--- config.mk ---
export PLATFORM = sky130hd
export DESIGN_NAME = brownout_detect_control
export DESIGN_NICKNAME = d
export VERILOG_FILES = /design/src/common/bod_pkg.sv /design/src/core/brownout_detect_control.sv
export SDC_FILE = /design/constraint.sdc
export NUM_CORES = 1
export LEC_CHECK = 0
export BUFFER_PORTS_ARGS = -buffer_cell sky130_fd_sc_hd__buf_2
export CAP_MARGIN = 20
export CORE_MARGIN = 1
export CORE_UTILIZATION = 47
export CTS_BUF_LIST = sky130_fd_sc_hd__clkbuf_8
export DETAILED_ROUTE_END_ITERATION = 8
export PLACE_DENSITY = 0.87
export SYNTH_ARGS = -nofsm -noshare
export SYNTH_HDL_FRONTEND = slang
export SYNTH_SLANG_ARGS = --single-unit
export TNS_END_PERCENT = 50
--- constraint.sdc ---
create_clock -name i_clk -period 4.3 [get_ports i_clk]
set_input_delay 0.215 -clock i_clk [delete_from_list [all_inputs] [get_ports i_clk]]
set_output_delay 0.215 -clock i_clk [all_outputs]
set_load 0.05 [all_outputs]
--- src/common/bod_pkg.sv ---
// Purpose: Shared constants and types for the brownout detect control block.
// Assumes: APB with 32-bit data, one aligned word per register.
// Notes:   Bit positions of control and flag fields are fixed here only.
package bod_pkg;

	// -------------------------------------------------------------------
	// Register byte offsets
	// -------------------------------------------------------------------
	localparam logic [7:0] OFS_CTRL    = 8'h00;
	localparam logic [7:0] OFS_RSTSRC  = 8'h04;
	localparam logic [7:0] OFS_IRQ_STA = 8'h08;
	localparam logic [7:0] OFS_IRQ_CLR = 8'h0C;
	localparam logic [7:0] OFS_IRQ_EN  = 8'h10;

	// -------------------------------------------------------------------
	// Field positions
	// -------------------------------------------------------------------
	localparam int CTRL_MODE_LO  = 0;
	localparam int CTRL_MODE_HI  = 1;
	localparam int CTRL_IRQ_SEL  = 4;
	localparam int CTRL_DET_PD   = 5;
	localparam int CTRL_IRQ_EN   = 6;
	localparam int CTRL_GLB_EN   = 7;
	localparam int RST_PON_BIT   = 4;
	localparam int RST_BO_BIT    = 5;
	localparam int IRQ_N_EVENTS  = 2;
	localparam int EV_BO_IRQ     = 0;
	localparam int EV_BO_DETECT  = 1;

	// -------------------------------------------------------------------
	// Encodings and reset values
	// -------------------------------------------------------------------
	localparam logic [1:0]  MODE_TOTAL_PD = 2'h3;
	localparam logic [1:0]  MODE_RESET    = 2'h0;
	localparam logic [31:0] RDATA_ZERO    = 32'h0000_0000;

	typedef struct packed {
		logic       global_irq_enable;
		logic       brownout_irq_enable;
		logic       detector_power_down;
		logic       brownout_irq_select;
		logic [1:0] power_reduction_mode;
	} ctrl_t;

	localparam ctrl_t CTRL_RESET = '{
		global_irq_enable:    1'b0,
		brownout_irq_enable:  1'b0,
		detector_power_down:  1'b0,
		brownout_irq_select:  1'b0,
		power_reduction_mode: MODE_RESET
	};

	typedef struct packed {
		logic brownout_flag;
		logic power_on_flag;
	} rst_flags_t;

endpackage

--- src/core/brownout_detect_control.sv ---
// Purpose: Brownout detect control: enable logic, reset or interrupt routing,
//          sticky brownout and power-on flags, APB register access.
// Assumes: i_sys_rst is the power-on reset only; a brownout reset of the CPU
//          does not reset this block. Comparator input is synchronous.
// Notes:   Control and flags are reset by power-on reset only, which sets the power-on flag.
`timescale 1ns/100ps
module brownout_detect_control
	import bod_pkg::*;
(
	input  wire logic        i_clk,
	input  wire logic        i_sys_rst,
	input  wire logic        i_brownout_config_enable,
	input  wire logic        i_below_trip_voltage,
	input  wire logic        i_psel,
	input  wire logic        i_penable,
	input  wire logic        i_pwrite,
	input  wire logic [7:0]  i_paddr,
	input  wire logic [31:0] i_pwdata,
	output logic      [31:0] o_prdata,
	output logic             o_pready,
	output logic             o_pslverr,
	output logic             o_cpu_reset,
	output logic             o_brownout_irq,
	output logic             o_irq,
	output logic             o_detect_active
);

	// -------------------------------------------------------------------
	// Register state
	// -------------------------------------------------------------------
	ctrl_t                   ctrl_reg;
	rst_flags_t              flags_reg;
	logic [IRQ_N_EVENTS-1:0] irq_sta_reg;
	logic [IRQ_N_EVENTS-1:0] irq_en_reg;
	logic                    por_pending_reg;
	logic                    brownout_prev_reg;
	logic                    pready_reg;
	logic                    pslverr_reg;
	logic [31:0]             prdata_reg;
	logic                    cpu_reset_reg;
	logic                    bo_irq_reg;
	logic                    irq_reg;
	logic                    active_reg;

	logic                    detect_active;
	logic                    brownout;
	logic                    irq_route;
	logic                    bo_rise;
	logic                    wr_en;
	logic                    setup;
	logic                    addr_ok;
	logic [IRQ_N_EVENTS-1:0] irq_set;
	logic [IRQ_N_EVENTS-1:0] irq_clr;
	logic [31:0]             rd_next;

	// -------------------------------------------------------------------
	// Detection enable and routing
	// -------------------------------------------------------------------
	// Fuse and comparator are taken as synchronous levels. A supply that
	// chatters around the trip point chatters the reset as well, since no
	// filtering is applied here.
	assign detect_active = i_brownout_config_enable
		&& (ctrl_reg.power_reduction_mode != MODE_TOTAL_PD)
		&& !ctrl_reg.detector_power_down;
	assign brownout  = detect_active && i_below_trip_voltage;
	assign irq_route = ctrl_reg.brownout_irq_select;
	assign bo_rise   = brownout && !brownout_prev_reg;

	always_ff @(posedge i_clk or posedge i_sys_rst)
	begin
		if (i_sys_rst)
			brownout_prev_reg <= 1'b0;
		else
			brownout_prev_reg <= brownout;
	end

	// Reset follows the live condition, so it stays asserted for the whole
	// brownout and drops one edge after the supply is back above trip.
	always_ff @(posedge i_clk or posedge i_sys_rst)
	begin
		if (i_sys_rst)
			cpu_reset_reg <= 1'b0;
		else
			cpu_reset_reg <= brownout && !irq_route;
	end

	// Interrupt request only when both enables are set; otherwise silent.
	always_ff @(posedge i_clk or posedge i_sys_rst)
	begin
		if (i_sys_rst)
			bo_irq_reg <= 1'b0;
		else
			bo_irq_reg <= brownout && irq_route && ctrl_reg.brownout_irq_enable
				&& ctrl_reg.global_irq_enable;
	end

	always_ff @(posedge i_clk or posedge i_sys_rst)
	begin
		if (i_sys_rst)
			active_reg <= 1'b0;
		else
			active_reg <= detect_active;
	end

	// -------------------------------------------------------------------
	// APB decode
	// -------------------------------------------------------------------
	// Zero wait states keep the bus simple. An unmapped address answers with
	// an error and leaves every register untouched.
	assign setup = i_psel && !i_penable;
	assign wr_en = i_psel && i_penable && pready_reg && i_pwrite && !pslverr_reg;

	always_comb
	begin
		addr_ok = 1'b1;
		rd_next = RDATA_ZERO;
		if (i_paddr == OFS_CTRL)
		begin
			rd_next[CTRL_MODE_HI:CTRL_MODE_LO] = ctrl_reg.power_reduction_mode;
			rd_next[CTRL_IRQ_SEL] = ctrl_reg.brownout_irq_select;
			rd_next[CTRL_DET_PD]  = ctrl_reg.detector_power_down;
			rd_next[CTRL_IRQ_EN]  = ctrl_reg.brownout_irq_enable;
			rd_next[CTRL_GLB_EN]  = ctrl_reg.global_irq_enable;
		end
		else if (i_paddr == OFS_RSTSRC)
		begin
			rd_next[RST_BO_BIT]  = flags_reg.brownout_flag;
			rd_next[RST_PON_BIT] = flags_reg.power_on_flag;
		end
		else if (i_paddr == OFS_IRQ_STA)
			rd_next[IRQ_N_EVENTS-1:0] = irq_sta_reg;
		else if (i_paddr == OFS_IRQ_CLR)
			rd_next = RDATA_ZERO;
		else if (i_paddr == OFS_IRQ_EN)
			rd_next[IRQ_N_EVENTS-1:0] = irq_en_reg;
		else
			addr_ok = 1'b0;
	end

	// Every access completes in its first access cycle.
	always_ff @(posedge i_clk or posedge i_sys_rst)
	begin
		if (i_sys_rst)
		begin
			pready_reg  <= 1'b0;
			pslverr_reg <= 1'b0;
			prdata_reg  <= RDATA_ZERO;
		end
		else
		begin
			pready_reg  <= setup;
			pslverr_reg <= setup && !addr_ok;
			if (setup && !i_pwrite)
				prdata_reg <= rd_next;
			else if (!setup)
				prdata_reg <= RDATA_ZERO;
		end
	end

	always_ff @(posedge i_clk or posedge i_sys_rst)
	begin
		if (i_sys_rst)
			ctrl_reg <= CTRL_RESET;
		else if (wr_en && i_paddr == OFS_CTRL)
		begin
			ctrl_reg.power_reduction_mode <= i_pwdata[CTRL_MODE_HI:CTRL_MODE_LO];
			ctrl_reg.brownout_irq_select  <= i_pwdata[CTRL_IRQ_SEL];
			ctrl_reg.detector_power_down  <= i_pwdata[CTRL_DET_PD];
			ctrl_reg.brownout_irq_enable  <= i_pwdata[CTRL_IRQ_EN];
			ctrl_reg.global_irq_enable    <= i_pwdata[CTRL_GLB_EN];
		end
	end

	// -------------------------------------------------------------------
	// Reset source flags
	// -------------------------------------------------------------------
	// The configuration enable is a level, so it is sampled on the first edge
	// after power-on reset instead of inside the asynchronous reset branch.
	always_ff @(posedge i_clk or posedge i_sys_rst)
	begin
		if (i_sys_rst)
			por_pending_reg <= 1'b1;
		else
			por_pending_reg <= 1'b0;
	end

	// Hardware set wins over a software zero write in the same cycle. Both
	// flags share one process so that the flag word has a single driver.
	always_ff @(posedge i_clk or posedge i_sys_rst)
	begin
		if (i_sys_rst)
		begin
			flags_reg.power_on_flag <= 1'b1;
			flags_reg.brownout_flag <= 1'b0;
		end
		else
		begin
			if (wr_en && i_paddr == OFS_RSTSRC && !i_pwdata[RST_PON_BIT])
				flags_reg.power_on_flag <= 1'b0;
			if (brownout)
				flags_reg.brownout_flag <= 1'b1;
			else if (por_pending_reg && i_brownout_config_enable)
				flags_reg.brownout_flag <= 1'b1;
			else if (wr_en && i_paddr == OFS_RSTSRC && !i_pwdata[RST_BO_BIT])
				flags_reg.brownout_flag <= 1'b0;
		end
	end

	// -------------------------------------------------------------------
	// Interrupt status, clear and enable
	// -------------------------------------------------------------------
	always_comb
	begin
		irq_set = '0;
		irq_set[EV_BO_DETECT] = bo_rise;
		irq_set[EV_BO_IRQ]    = bo_rise && irq_route && ctrl_reg.brownout_irq_enable
			&& ctrl_reg.global_irq_enable;
		irq_clr = (wr_en && i_paddr == OFS_IRQ_CLR) ? i_pwdata[IRQ_N_EVENTS-1:0] : '0;
	end

	always_ff @(posedge i_clk or posedge i_sys_rst)
	begin
		if (i_sys_rst)
			irq_sta_reg <= '0;
		else
			irq_sta_reg <= (irq_sta_reg & ~irq_clr) | irq_set;
	end

	always_ff @(posedge i_clk or posedge i_sys_rst)
	begin
		if (i_sys_rst)
			irq_en_reg <= '0;
		else if (wr_en && i_paddr == OFS_IRQ_EN)
			irq_en_reg <= i_pwdata[IRQ_N_EVENTS-1:0];
	end

	always_ff @(posedge i_clk or posedge i_sys_rst)
	begin
		if (i_sys_rst)
			irq_reg <= 1'b0;
		else
			irq_reg <= |(((irq_sta_reg & ~irq_clr) | irq_set) & irq_en_reg);
	end

	assign o_prdata        = prdata_reg;
	assign o_pready        = pready_reg;
	assign o_pslverr       = pslverr_reg;
	assign o_cpu_reset     = cpu_reset_reg;
	assign o_brownout_irq  = bo_irq_reg;
	assign o_irq           = irq_reg;
	assign o_detect_active = active_reg;

	// -------------------------------------------------------------------
	// Assertions
	// -------------------------------------------------------------------
	a_reset_on_brownout: assert property (@(posedge i_clk) disable iff (i_sys_rst)
		brownout && !ctrl_reg.brownout_irq_select |=> o_cpu_reset)
		else $error("brownout without irq routing gave no reset");

	a_irq_routing: assert property (@(posedge i_clk) disable iff (i_sys_rst)
		brownout && irq_route && ctrl_reg.brownout_irq_enable
		&& ctrl_reg.global_irq_enable |=> o_brownout_irq && !o_cpu_reset)
		else $error("brownout irq routing failed");

	a_config_off: assert property (@(posedge i_clk) disable iff (i_sys_rst)
		!i_brownout_config_enable |=> !o_detect_active && !o_cpu_reset)
		else $error("detection active with config enable unprogrammed");

	a_total_pd_off: assert property (@(posedge i_clk) disable iff (i_sys_rst)
		ctrl_reg.power_reduction_mode == MODE_TOTAL_PD |=> !o_detect_active)
		else $error("detection active in total power down");

	a_pd_bit_off: assert property (@(posedge i_clk) disable iff (i_sys_rst)
		ctrl_reg.detector_power_down |=> !o_detect_active)
		else $error("detection active with detector powered down");

	a_flag_on_detect: assert property (@(posedge i_clk) disable iff (i_sys_rst)
		detect_active && i_below_trip_voltage |=> flags_reg.brownout_flag)
		else $error("brownout flag not set on detection");

	a_flag_sticky: assert property (@(posedge i_clk) disable iff (i_sys_rst)
		flags_reg.brownout_flag && !(wr_en && i_paddr == OFS_RSTSRC)
		|=> flags_reg.brownout_flag)
		else $error("brownout flag dropped without a write");

	a_por_flags: assert property (@(posedge i_clk) disable iff (i_sys_rst)
		por_pending_reg && i_brownout_config_enable
		|=> flags_reg.brownout_flag && flags_reg.power_on_flag)
		else $error("power-on did not set both flags");

	a_irq_gated: assert property (@(posedge i_clk) disable iff (i_sys_rst)
		irq_route && !(ctrl_reg.brownout_irq_enable && ctrl_reg.global_irq_enable)
		|=> !o_cpu_reset && !o_brownout_irq)
		else $error("reset or irq with irq routing and enable cleared");

	a_power_flag_sticky: assert property (@(posedge i_clk) disable iff (i_sys_rst)
		$fell(flags_reg.power_on_flag) |->
		$past(wr_en) && $past(i_paddr) == OFS_RSTSRC && !$past(i_pwdata[RST_PON_BIT]))
		else $error("power-on flag cleared without a zero write");

	a_reset_release: assert property (@(posedge i_clk) disable iff (i_sys_rst)
		o_cpu_reset && !brownout |=> !o_cpu_reset)
		else $error("reset held after brownout negated");

	a_supply_recovered: assert property (@(posedge i_clk) disable iff (i_sys_rst)
		!i_below_trip_voltage |=> !o_cpu_reset && !o_brownout_irq)
		else $error("reset or irq after supply recovered");

	a_route_exclusive: assert property (@(posedge i_clk) disable iff (i_sys_rst)
		!(o_cpu_reset && o_brownout_irq))
		else $error("reset and irq raised together");

	a_flag_write_clear: assert property (@(posedge i_clk) disable iff (i_sys_rst)
		$fell(flags_reg.brownout_flag) |->
		$past(wr_en) && $past(i_paddr) == OFS_RSTSRC && !$past(i_pwdata[RST_BO_BIT]))
		else $error("brownout flag cleared without a zero write");

	a_flag_quiet_off: assert property (@(posedge i_clk) disable iff (i_sys_rst)
		!i_brownout_config_enable && !flags_reg.brownout_flag |=> !flags_reg.brownout_flag)
		else $error("brownout flag set with config enable unprogrammed");

	a_power_flag_stays: assert property (@(posedge i_clk) disable iff (i_sys_rst)
		!flags_reg.power_on_flag |=> !flags_reg.power_on_flag)
		else $error("power-on flag set without a power-on");

	a_default_detect_on: assert property (@(posedge i_clk) disable iff (i_sys_rst)
		i_brownout_config_enable && ctrl_reg == CTRL_RESET |=> o_detect_active)
		else $error("detection off with reset control values");

endmodule

==> impl_metrics.json, run 1 <==
{
  "status": "finished, final reports clean",
  "crit_fanout": 6,
  "wl_per_cell_um": 13.32,
  "cts.sinks": 26,
  "path_delay_family": "simple AND/OR/NAND/NOR gates",
  "track_usage_pct": 16.69,
  "synth_area_mm2": 0.001374,
  "dp_hpwl_um": 1978,
  "final_layout_size_suffix_gt1_share_pct": 35.44,
  "nets": 207,
  "p_leak_nw": 0.7959,
  "synth_edf_count": 0,
  "core_mm2": 0.002758,
  "ant_nets": 0,
  "synthToLayoutAreaGrowth_pct": 12.39,
  "synthDistinctLibCells": 36,
  "synth_top_area_share_pct": 43.72,
  "skew_ns": 0.001261,
  "worst_slack_ns": 2.737,
  "ys_warn_count": 0,
  "start_util_pct": 49.82,
  "worstPathArrival_ns": 1.72,
  "path_cells": "inv_1, nor4_4, and3_4, mux2_4",
  "drt_first_pass_iters": 4,
  "grt_pass1_vias": 919,
  "period_minus_slack_ns": 1.563,
  "dominantRegCellSynth": "dfrtp_1",
  "max_stage_delay_ns": 0.46,
  "setup_viol": 0,
  "grt_overflow": 0,
  "drt_iter0_drc": 21,
  "totalWireLength_um": 2518,
  "cts_made_buffers": 3,
  "grt_pass1_wl_um": 4153,
  "clock_latency_ns": 0.26,
  "largest_register_ffs": 6,
  "ys_top_cells_by_area": "dfrtp_1 44%, buf_4 14%, mux2_2 6.6%",
  "netlist_instances": 122,
  "crit_required_ns": 4.46,
  "ctsHoldBuffers": 0,
  "grt_start_max_net_pins": 27,
  "h-tree-depth": 1,
  "yosysSeqAreaShare_pct": 47.54,
  "post-route-util_pct": 55.99,
  "num_antenna_cells": 0,
  "gp_congestion": 0.8904,
  "cts_max_path_buffers": 2,
  "clkTransAtPathRegs_ns": 0.08,
  "maxCapViolCount": 0,
  "synth_top_area_cell": "dfrtp_1",
  "finalCritPeriodShare_pct": 36.35,
  "endpoint_kind": "flop",
  "cp_slowest_cell": "nor4_4",
  "rows": 19,
  "die_width_um": 56.07,
  "reg2reg_slack_ns": 2.74,
  "powerDensity_mw_per_mm2": 312.2,
  "fmax_mhz": 639.8,
  "async_reset_ff_share_pct": 100.0,
  "postCtsSetupRepairBufs": 0,
  "final_common_cell": "buf_2",
  "worstSetupStartpointType": "flop",
  "vias_per_cell": 5.317,
  "antenna_found_initial": 0,
  "drc": 0,
  "numPortBuffers": 32,
  "hp-class": "in -> async",
  "syn_area_per_cell_um2": 11.26,
  "tritoncts": "built",
  "final_cell_mix": "32 x buf_2, 27 x conb_1, 24 x dfrtp_1",
  "root_buffer": "clkbuf_8",
  "critical_path_class": "reg -> reg",
  "dp_slack_ns": 2.488,
  "rsz0062_at_grt": "false",
  "final_hold_viol_count": 0,
  "die_y_um": 56.07,
  "cts-resized-gates": 0,
  "finalSetupTns_ns": 0,
  "pin_count": 85,
  "vias": 1005,
  "worst-path-buf-inv": 1,
  "die-area_mm2": 0.003143,
  "ys_ff_latch": 26,
  "irDropWorstVdd_v": 0.0002645,
  "final-max-slew-violation-count": 0
}
==> final timing paths <==
| path | start | end | cells after the start |
|---|---|---|---|
| setup / recovery | o_pready | irq_en_reg[0] | 4 |
| hold / removal | i_sys_rst | ctrl_reg[5] | 3 |
| setup reg to reg | o_pready | irq_en_reg[0] | 4 |
| hold reg to reg | flags_reg[0] | flags_reg[0] | 1 |
| max in group asynchronous | i_sys_rst | por_pending_reg | 3 |
| min in group i_clk | i_pwdata[4] | flags_reg[0] | 2 |
==> worst reg2reg max path: stages, from the launching register on <==
cell     delay, ns
dfrtp_1       0.34
inv_1         0.06
nor4_4        0.46
and3_4        0.29
mux2_4        0.30
==> cells by family after synthesis <==
family,share of synthesized area (%)
AO/OA/AOI/OAI,10.11
buffers and inverters,15.57
flip-flops,47.54
multiplexers,8.744
other,0.2730
AND/OR/NAND/NOR,17.76
==> power breakdown <==
part / internal [mW] / switching (mW)
Combinational: 0.0170 / 0.0826
Clock: 0.0627 / 0.0688
Sequential: 0.249 / 0.00211
Total: 0.329 / 0.153
==> routing by layer <==
layer	vias up	GRT usage [%]	wire, um
li1	460	-	-
met5	-	0	0
met2	48	25.17	1216
met3	7	2.093	141
met1	490	23.56	1107
met4	0	8.711	51
==> final cells by class <==
class	instances	area [um2]
Clock buffer	3	41.29
Fill cell	235	1214
Inverter	5	18.77
Multi-Input combinational cell	91	604.3
Sequential cell	26	653.1
Tap cell	31	38.79
Timing Repair Buffer	33	187.7
==> per-stage QoR <==
step	total power, mW	area (um2)	hold WS, ns	cells
5_1_grt	0.5043	1544	0.02329	189
2_1_floorplan	0.3495	1471	0.2535	148
4_1_cts	0.4823	1516	0.1770	188
3_3_place_gp	0.3506	1475	0.4470	185
6_report	0.4821	1544	0.02134	189
3_5_place_dp	0.3523	1475	0.4505	185
==> synthesized netlist by cell type (2+ instances only) <==
| cell type | n |
|---|---|
| nand2_1 | 7 |
| dfstp_2 | 2 |
| nor4_4 | 2 |
| nor3_1 | 2 |
| nor2_1 | 7 |
| mux2_4 | 2 |
| mux2_2 | 8 |
| inv_1 | 4 |
| nand4_1 | 2 |
| buf_4 | 26 |
| and4b_1 | 2 |
| a21oi_1 | 2 |
| a221oi_1 | 5 |
| o21ai_0 | 4 |
| dfrtp_1 | 24 |
| nand3_1 | 3 |
Power figures use the tool's default switching activity.
==> inputs of run 2 (changes only) <==
--- a/config.mk
+++ b/config.mk
@@ -8,10 +8,10 @@
 export BUFFER_PORTS_ARGS = -buffer_cell sky130_fd_sc_hd__buf_2
 export CAP_MARGIN = 20
 export CORE_MARGIN = 1
-export CORE_UTILIZATION = 47
+export CORE_UTILIZATION = 44
 export CTS_BUF_LIST = sky130_fd_sc_hd__clkbuf_8
 export DETAILED_ROUTE_END_ITERATION = 8
-export PLACE_DENSITY = 0.87
+export PLACE_DENSITY = 0.82
 export SYNTH_ARGS = -nofsm -noshare
 export SYNTH_HDL_FRONTEND = slang
 export SYNTH_SLANG_ARGS = --single-unit
==> constraint.sdc (replaced) <==
create_clock -name i_clk -period 1.6 [get_ports i_clk]
set_input_delay 0.08 -clock i_clk [delete_from_list [all_inputs] [get_ports i_clk]]
set_output_delay 0.08 -clock i_clk [all_outputs]
set_load 0.05 [all_outputs]
==> impl_metrics.json, run 2 (synthesis results as in run 1) <==
{
  "grt_pass1_vias": 947,
  "critical_path_class": "reg -> reg",
  "setup_viol": 0,
  "core_mm2": 0.002853,
  "totalWireLength_um": 2625,
  "die_y_um": 57.88,
  "cts_made_buffers": 3,
  "finalNonFillerCells": 194,
  "finalCritPeriodShare_pct": 97.02,
  "ctsHoldBuffers": 1,
  "hp-class": "in -> reg",
  "nets": 211,
  "fmax_mhz": 644.2,
  "postCtsSetupRepairBufs": 0,
  "worstPathArrival_ns": 1.70,
  "drt_iter0_drc": 27,
  "gp_congestion": 0.8213,
  "vias": 1024,
  "vias_per_cell": 5.278,
  "powerDensity_mw_per_mm2": 865.2,
  "cts-resized-gates": 0,
  "synthToLayoutAreaGrowth_pct": 14.48,
  "h-tree-depth": 1,
  "start_util_pct": 48.16,
  "p_leak_nw": 0.8130,
  "pin_count": 85,
  "clkTransAtPathRegs_ns": 0.09,
  "skew_ns": 0.002987,
  "crit_fanout": 6,
  "dp_hpwl_um": 1991,
  "wl_met2_um": 1377,
  "ant_nets": 0,
  "worstSetupStartpointType": "flop",
  "wl_per_cell_um": 13.53,
  "whs_ns": 0.03451,
  "status": "complete, but fails checks",
  "worst_slack_ns": 0.04765,
  "final_cell_mix": "32 x buf_2, 27 x conb_1, 22 x dfrtp_1",
  "total_power_mw": 1.361,
  "topRoutingLayerUsed": "met4",
  "die-area_mm2": 0.003350,
  "endpoint_kind": "flop",
  "rsz0062_at_grt": "false",
  "crit_required_ns": 1.75,
  "final_common_cell": "buf_2",
  "root_buffer": "clkbuf_8",
  "final_layout_size_suffix_gt1_share_pct": 38.04,
  "track_usage_pct": 16.10,
  "grt_start_max_net_pins": 27,
  "wl_met3_um": 156,
  "final_hold_viol_count": 0,
  "drc": 5,
  "period_minus_slack_ns": 1.552,
  "numPortBuffers": 32,
  "num_antenna_cells": 0,
  "irDropWorstVdd_v": 0.0004008,
  "grt_pass1_wl_um": 4119,
  "antenna_found_initial": 0,
  "rows": 19,
  "violations": "DRC",
  "grt_overflow": 0,
  "maxCapViolCount": 0,
  "final-max-slew-violation-count": 0,
  "largest_register_ffs": 6,
  "dp_slack_ns": 0.01608,
  "cts_max_path_buffers": 2,
  "cts.sinks": 26,
  "die_width_um": 57.88,
  "clock_latency_ns": 0.27,
  "drt_first_pass_iters": 6,
  "finalSetupTns_ns": 0,
  "tritoncts": "built",
  "place_inst": 189,
  "wl_met1_um": 1052
}
run 2: cell types whose count changed in the layout (fill, tap and decap cells not counted), sizes merged:
cell         delta
dlygate4sd3     +1
buf             +3
clkbuf          +1
run 2: area by class of cell:
type                    instances  area [um2]
fillers                       244        1280
flip-flops and latches         26       655.6
repair buffers                 37       200.2
clock buffers                   4       55.05
inverters                       5       18.77
well taps                      31       38.79
multi-input cells              91       604.3
run 2: critical path: stages (launching register included):
cell and delay, ns:
dfrtp_2 0.42, nor4_4 0.41, a32oi_1 0.19, or3_1 0.41
run 2: final timing paths:
check                           slack, ns         start         endpoint  cells after the start
worst max-delay path                 0.05     o_pslverr            o_irq                      3
worst min-delay path                 0.03   i_pwdata[4]     flags_reg[0]                      2
worst max register to register       0.05     o_pslverr            o_irq                      3
worst min register to register       0.46  flags_reg[0]     flags_reg[0]                      1
max in group asynchronous            0.89     i_sys_rst  por_pending_reg                      4
min in group asynchronous            0.42     i_sys_rst      o_prdata[4]                      4
run 2: power breakdown:
group | internal, mW | leakage [nW] | switching [mW] | total [mW]
clock | 0.220 | 0.0288 | 0.200 | 0.420
combinational | 0.0430 | 0.449 | 0.222 | 0.265
sequential | 0.669 | 0.335 | 0.00548 | 0.675
run 2: per-layer routing:
metal  vias to the layer above  GRT usage [%]
met5                         -              0
met4                         0          7.143
met2                        49          29.23
met3                         4          1.563
met1                       499          19.25
li1                        472              -
run 2: stage by stage:
stage / util (%) / area [um2]
after global placement: 52.85 / 1508
after floorplan: - / 1474
final: 55.13 / 1573
after CTS: 55.13 / 1573
after detailed placement: 52.85 / 1508
after global routing: 55.13 / 1573
==> inputs of run 3 (changes only) <==
--- a/config.mk
+++ b/config.mk
@@ -7,11 +7,14 @@
 export LEC_CHECK = 0
 export BUFFER_PORTS_ARGS = -buffer_cell sky130_fd_sc_hd__buf_2
 export CAP_MARGIN = 20
+export CORE_ASPECT_RATIO = 0.8
 export CORE_MARGIN = 1
 export CORE_UTILIZATION = 44
 export CTS_BUF_LIST = sky130_fd_sc_hd__clkbuf_8
 export DETAILED_ROUTE_END_ITERATION = 8
+export GPL_ROUTABILITY_DRIVEN = 0
 export PLACE_DENSITY = 0.82
+export REMOVE_ABC_BUFFERS = 1
 export SYNTH_ARGS = -nofsm -noshare
 export SYNTH_HDL_FRONTEND = slang
 export SYNTH_SLANG_ARGS = --single-unit
==> impl_metrics.json, run 3 (synthesis results as in run 1) <==
{
  "grt_pass1_wl_um": 4367,
  "finalCritPeriodShare_pct": 94.52,
  "clkTransAtPathRegs_ns": 0.09,
  "post-route-util_pct": 55.97,
  "grt_overflow": 0,
  "worstPathArrival_ns": 1.67,
  "numPortBuffers": 32,
  "die_y_um": 51.98,
  "track_usage_pct": 17.68,
  "r2r_start": "o_pslverr",
  "core_mm2": 0.002850,
  "final_common_cell": "buf_2",
  "setup_viol": 0,
  "totalWireLength_um": 2775,
  "grt_pass1_vias": 951,
  "cp_slowest_cell": "dfrtp_1",
  "cts_made_buffers": 3,
  "worstSetupStartpointType": "flop",
  "final_layout_size_suffix_gt1_share_pct": 36.81,
  "drc": 0,
  "clock_latency_ns": 0.27,
  "final-max-slew-violation-count": 0,
  "root_buffer": "clkbuf_8",
  "dp_hpwl_um": 2117,
  "crit_path_end": "irq_en_reg[0]",
  "critical_path_class": "reg -> reg",
  "crit_start": "o_pslverr",
  "die-area_mm2": 0.003351,
  "maxCapViolCount": 0,
  "ant_nets": 0,
  "postCtsSetupRepairBufs": 0,
  "die_width_um": 64.48,
  "cts-resized-gates": 0,
  "status": "finished, final reports clean",
  "drt_iter0_drc": 69,
  "endpoint_kind": "flop",
  "powerDensity_mw_per_mm2": 930.6,
  "crit_fanout": 6,
  "grt_start_max_net_pins": 16,
  "hp-class": "in -> reg",
  "antenna_found_initial": 0,
  "start_util_pct": 48.20,
  "final_cell_mix": "32 x buf_2, 27 x conb_1, 24 x dfrtp_1",
  "synthToLayoutAreaGrowth_pct": 16.12,
  "vias": 1044,
  "final_hold_viol_count": 0,
  "nets": 211,
  "wl_per_cell_um": 13.81,
  "period_minus_slack_ns": 1.512,
  "skew_ns": 0.002851,
  "crit_required_ns": 1.76,
  "pin_count": 85,
  "num_antenna_cells": 0,
  "r2r-end": "irq_en_reg[0]",
  "final_area_mm2": 0.001595,
  "path_cells": "nor4_4, and3_4, mux2_4",
  "h-tree-depth": 1,
  "drt_first_pass_iters": 4,
  "placed_area_mm2": 0.001514,
  "irDropWorstVdd_v": 0.0005387,
  "vias_per_cell": 5.194,
  "p_leak_nw": 0.8221,
  "tritoncts": "built",
  "fmax_mhz": 661.3,
  "largest_register_ffs": 6,
  "reg2reg_slack_ns": 0.09,
  "rsz0062_at_grt": "false",
  "max_stage_delay_ns": 0.41,
  "cts.sinks": 26,
  "ff2ff_path_depth": 3,
  "rows": 17,
  "cts_max_path_buffers": 2
}
## run 3: per-layer routing
| metal | vias up | global-route usage, % | part of all wire (%) |
|---|---|---|---|
| met3 | 7 | 4.825 | 9.9 |
| met1 | 500 | 23.00 | 43 |
| met2 | 71 | 28.07 | 46 |
| met4 | 0 | 7.037 | 1.3 |
| li1 | 466 | - | - |
| met5 | - | 0 | 0 |
## run 3: worst min path at each step
| stage | to | depth (start not counted) | start | slack, ns |
|---|---|---|---|---|
| after floorplan | brownout_prev_reg | 1 | i_sys_rst | 0.12 |
| after global placement | ctrl_reg[3] | 2 | i_sys_rst | 0.08 |
| after detailed placement | flags_reg[1] | 2 | i_sys_rst | 0.10 |
| after CTS | ctrl_reg[4] | 2 | i_pwdata[6] | 0.04 |
| after global routing | ctrl_reg[4] | 2 | i_pwdata[6] | 0.03 |
| final | ctrl_reg[4] | 2 | i_pwdata[6] | 0.04 |
## run 3: timing repair
action	CTS	global route
endpoints found under the setup margin	0	8
hold endpoints to repair	9	0
hold buffers	1	0
## run 3: where the power goes
group	internal (mW)	switching [mW]	total, mW
combinational	0.0438	0.224	0.267
sequential	0.669	0.00603	0.675
clock	0.335	0.207	0.542
## run 3: per-stage QoR
stage / setup slack, ns / TNS (ns) / std cells / power [mW] / hold slack (ns)
CTS: 0.03631 / 0 / 201 / 1.487 / 0.03700
global placement: 0.02660 / 0 / 196 / 0.9468 / 0.08060
finish: 0.08774 / 0 / 201 / 1.485 / 0.03741
floorplan: -0.2113 / -1.251 / 122 / 0.8890 / 0.1185
global route: 0.008828 / 0 / 201 / 1.535 / 0.03295
detailed placement: 0.01771 / 0 / 196 / 0.9521 / 0.1008
## run 3: final cells by class
cell class                      instances  area [um2]
Clock inverter                          1       30.03
Timing Repair Buffer                   37       200.2
Fill cell                             263        1255
Tap cell                               38       47.55
Multi-Input combinational cell         91       604.3
Sequential cell                        26       653.1
Inverter                                5       18.77
Clock buffer                            3       41.29
## run 3: worst max-delay path, delay by kind of cell (launching register included)
| family | cells | cell delay [ns] |
|---|---|---|
| and+or+nand+nor | 2 | 0.70 |
| DFF | 1 | 0.41 |
| muxes | 1 | 0.30 |
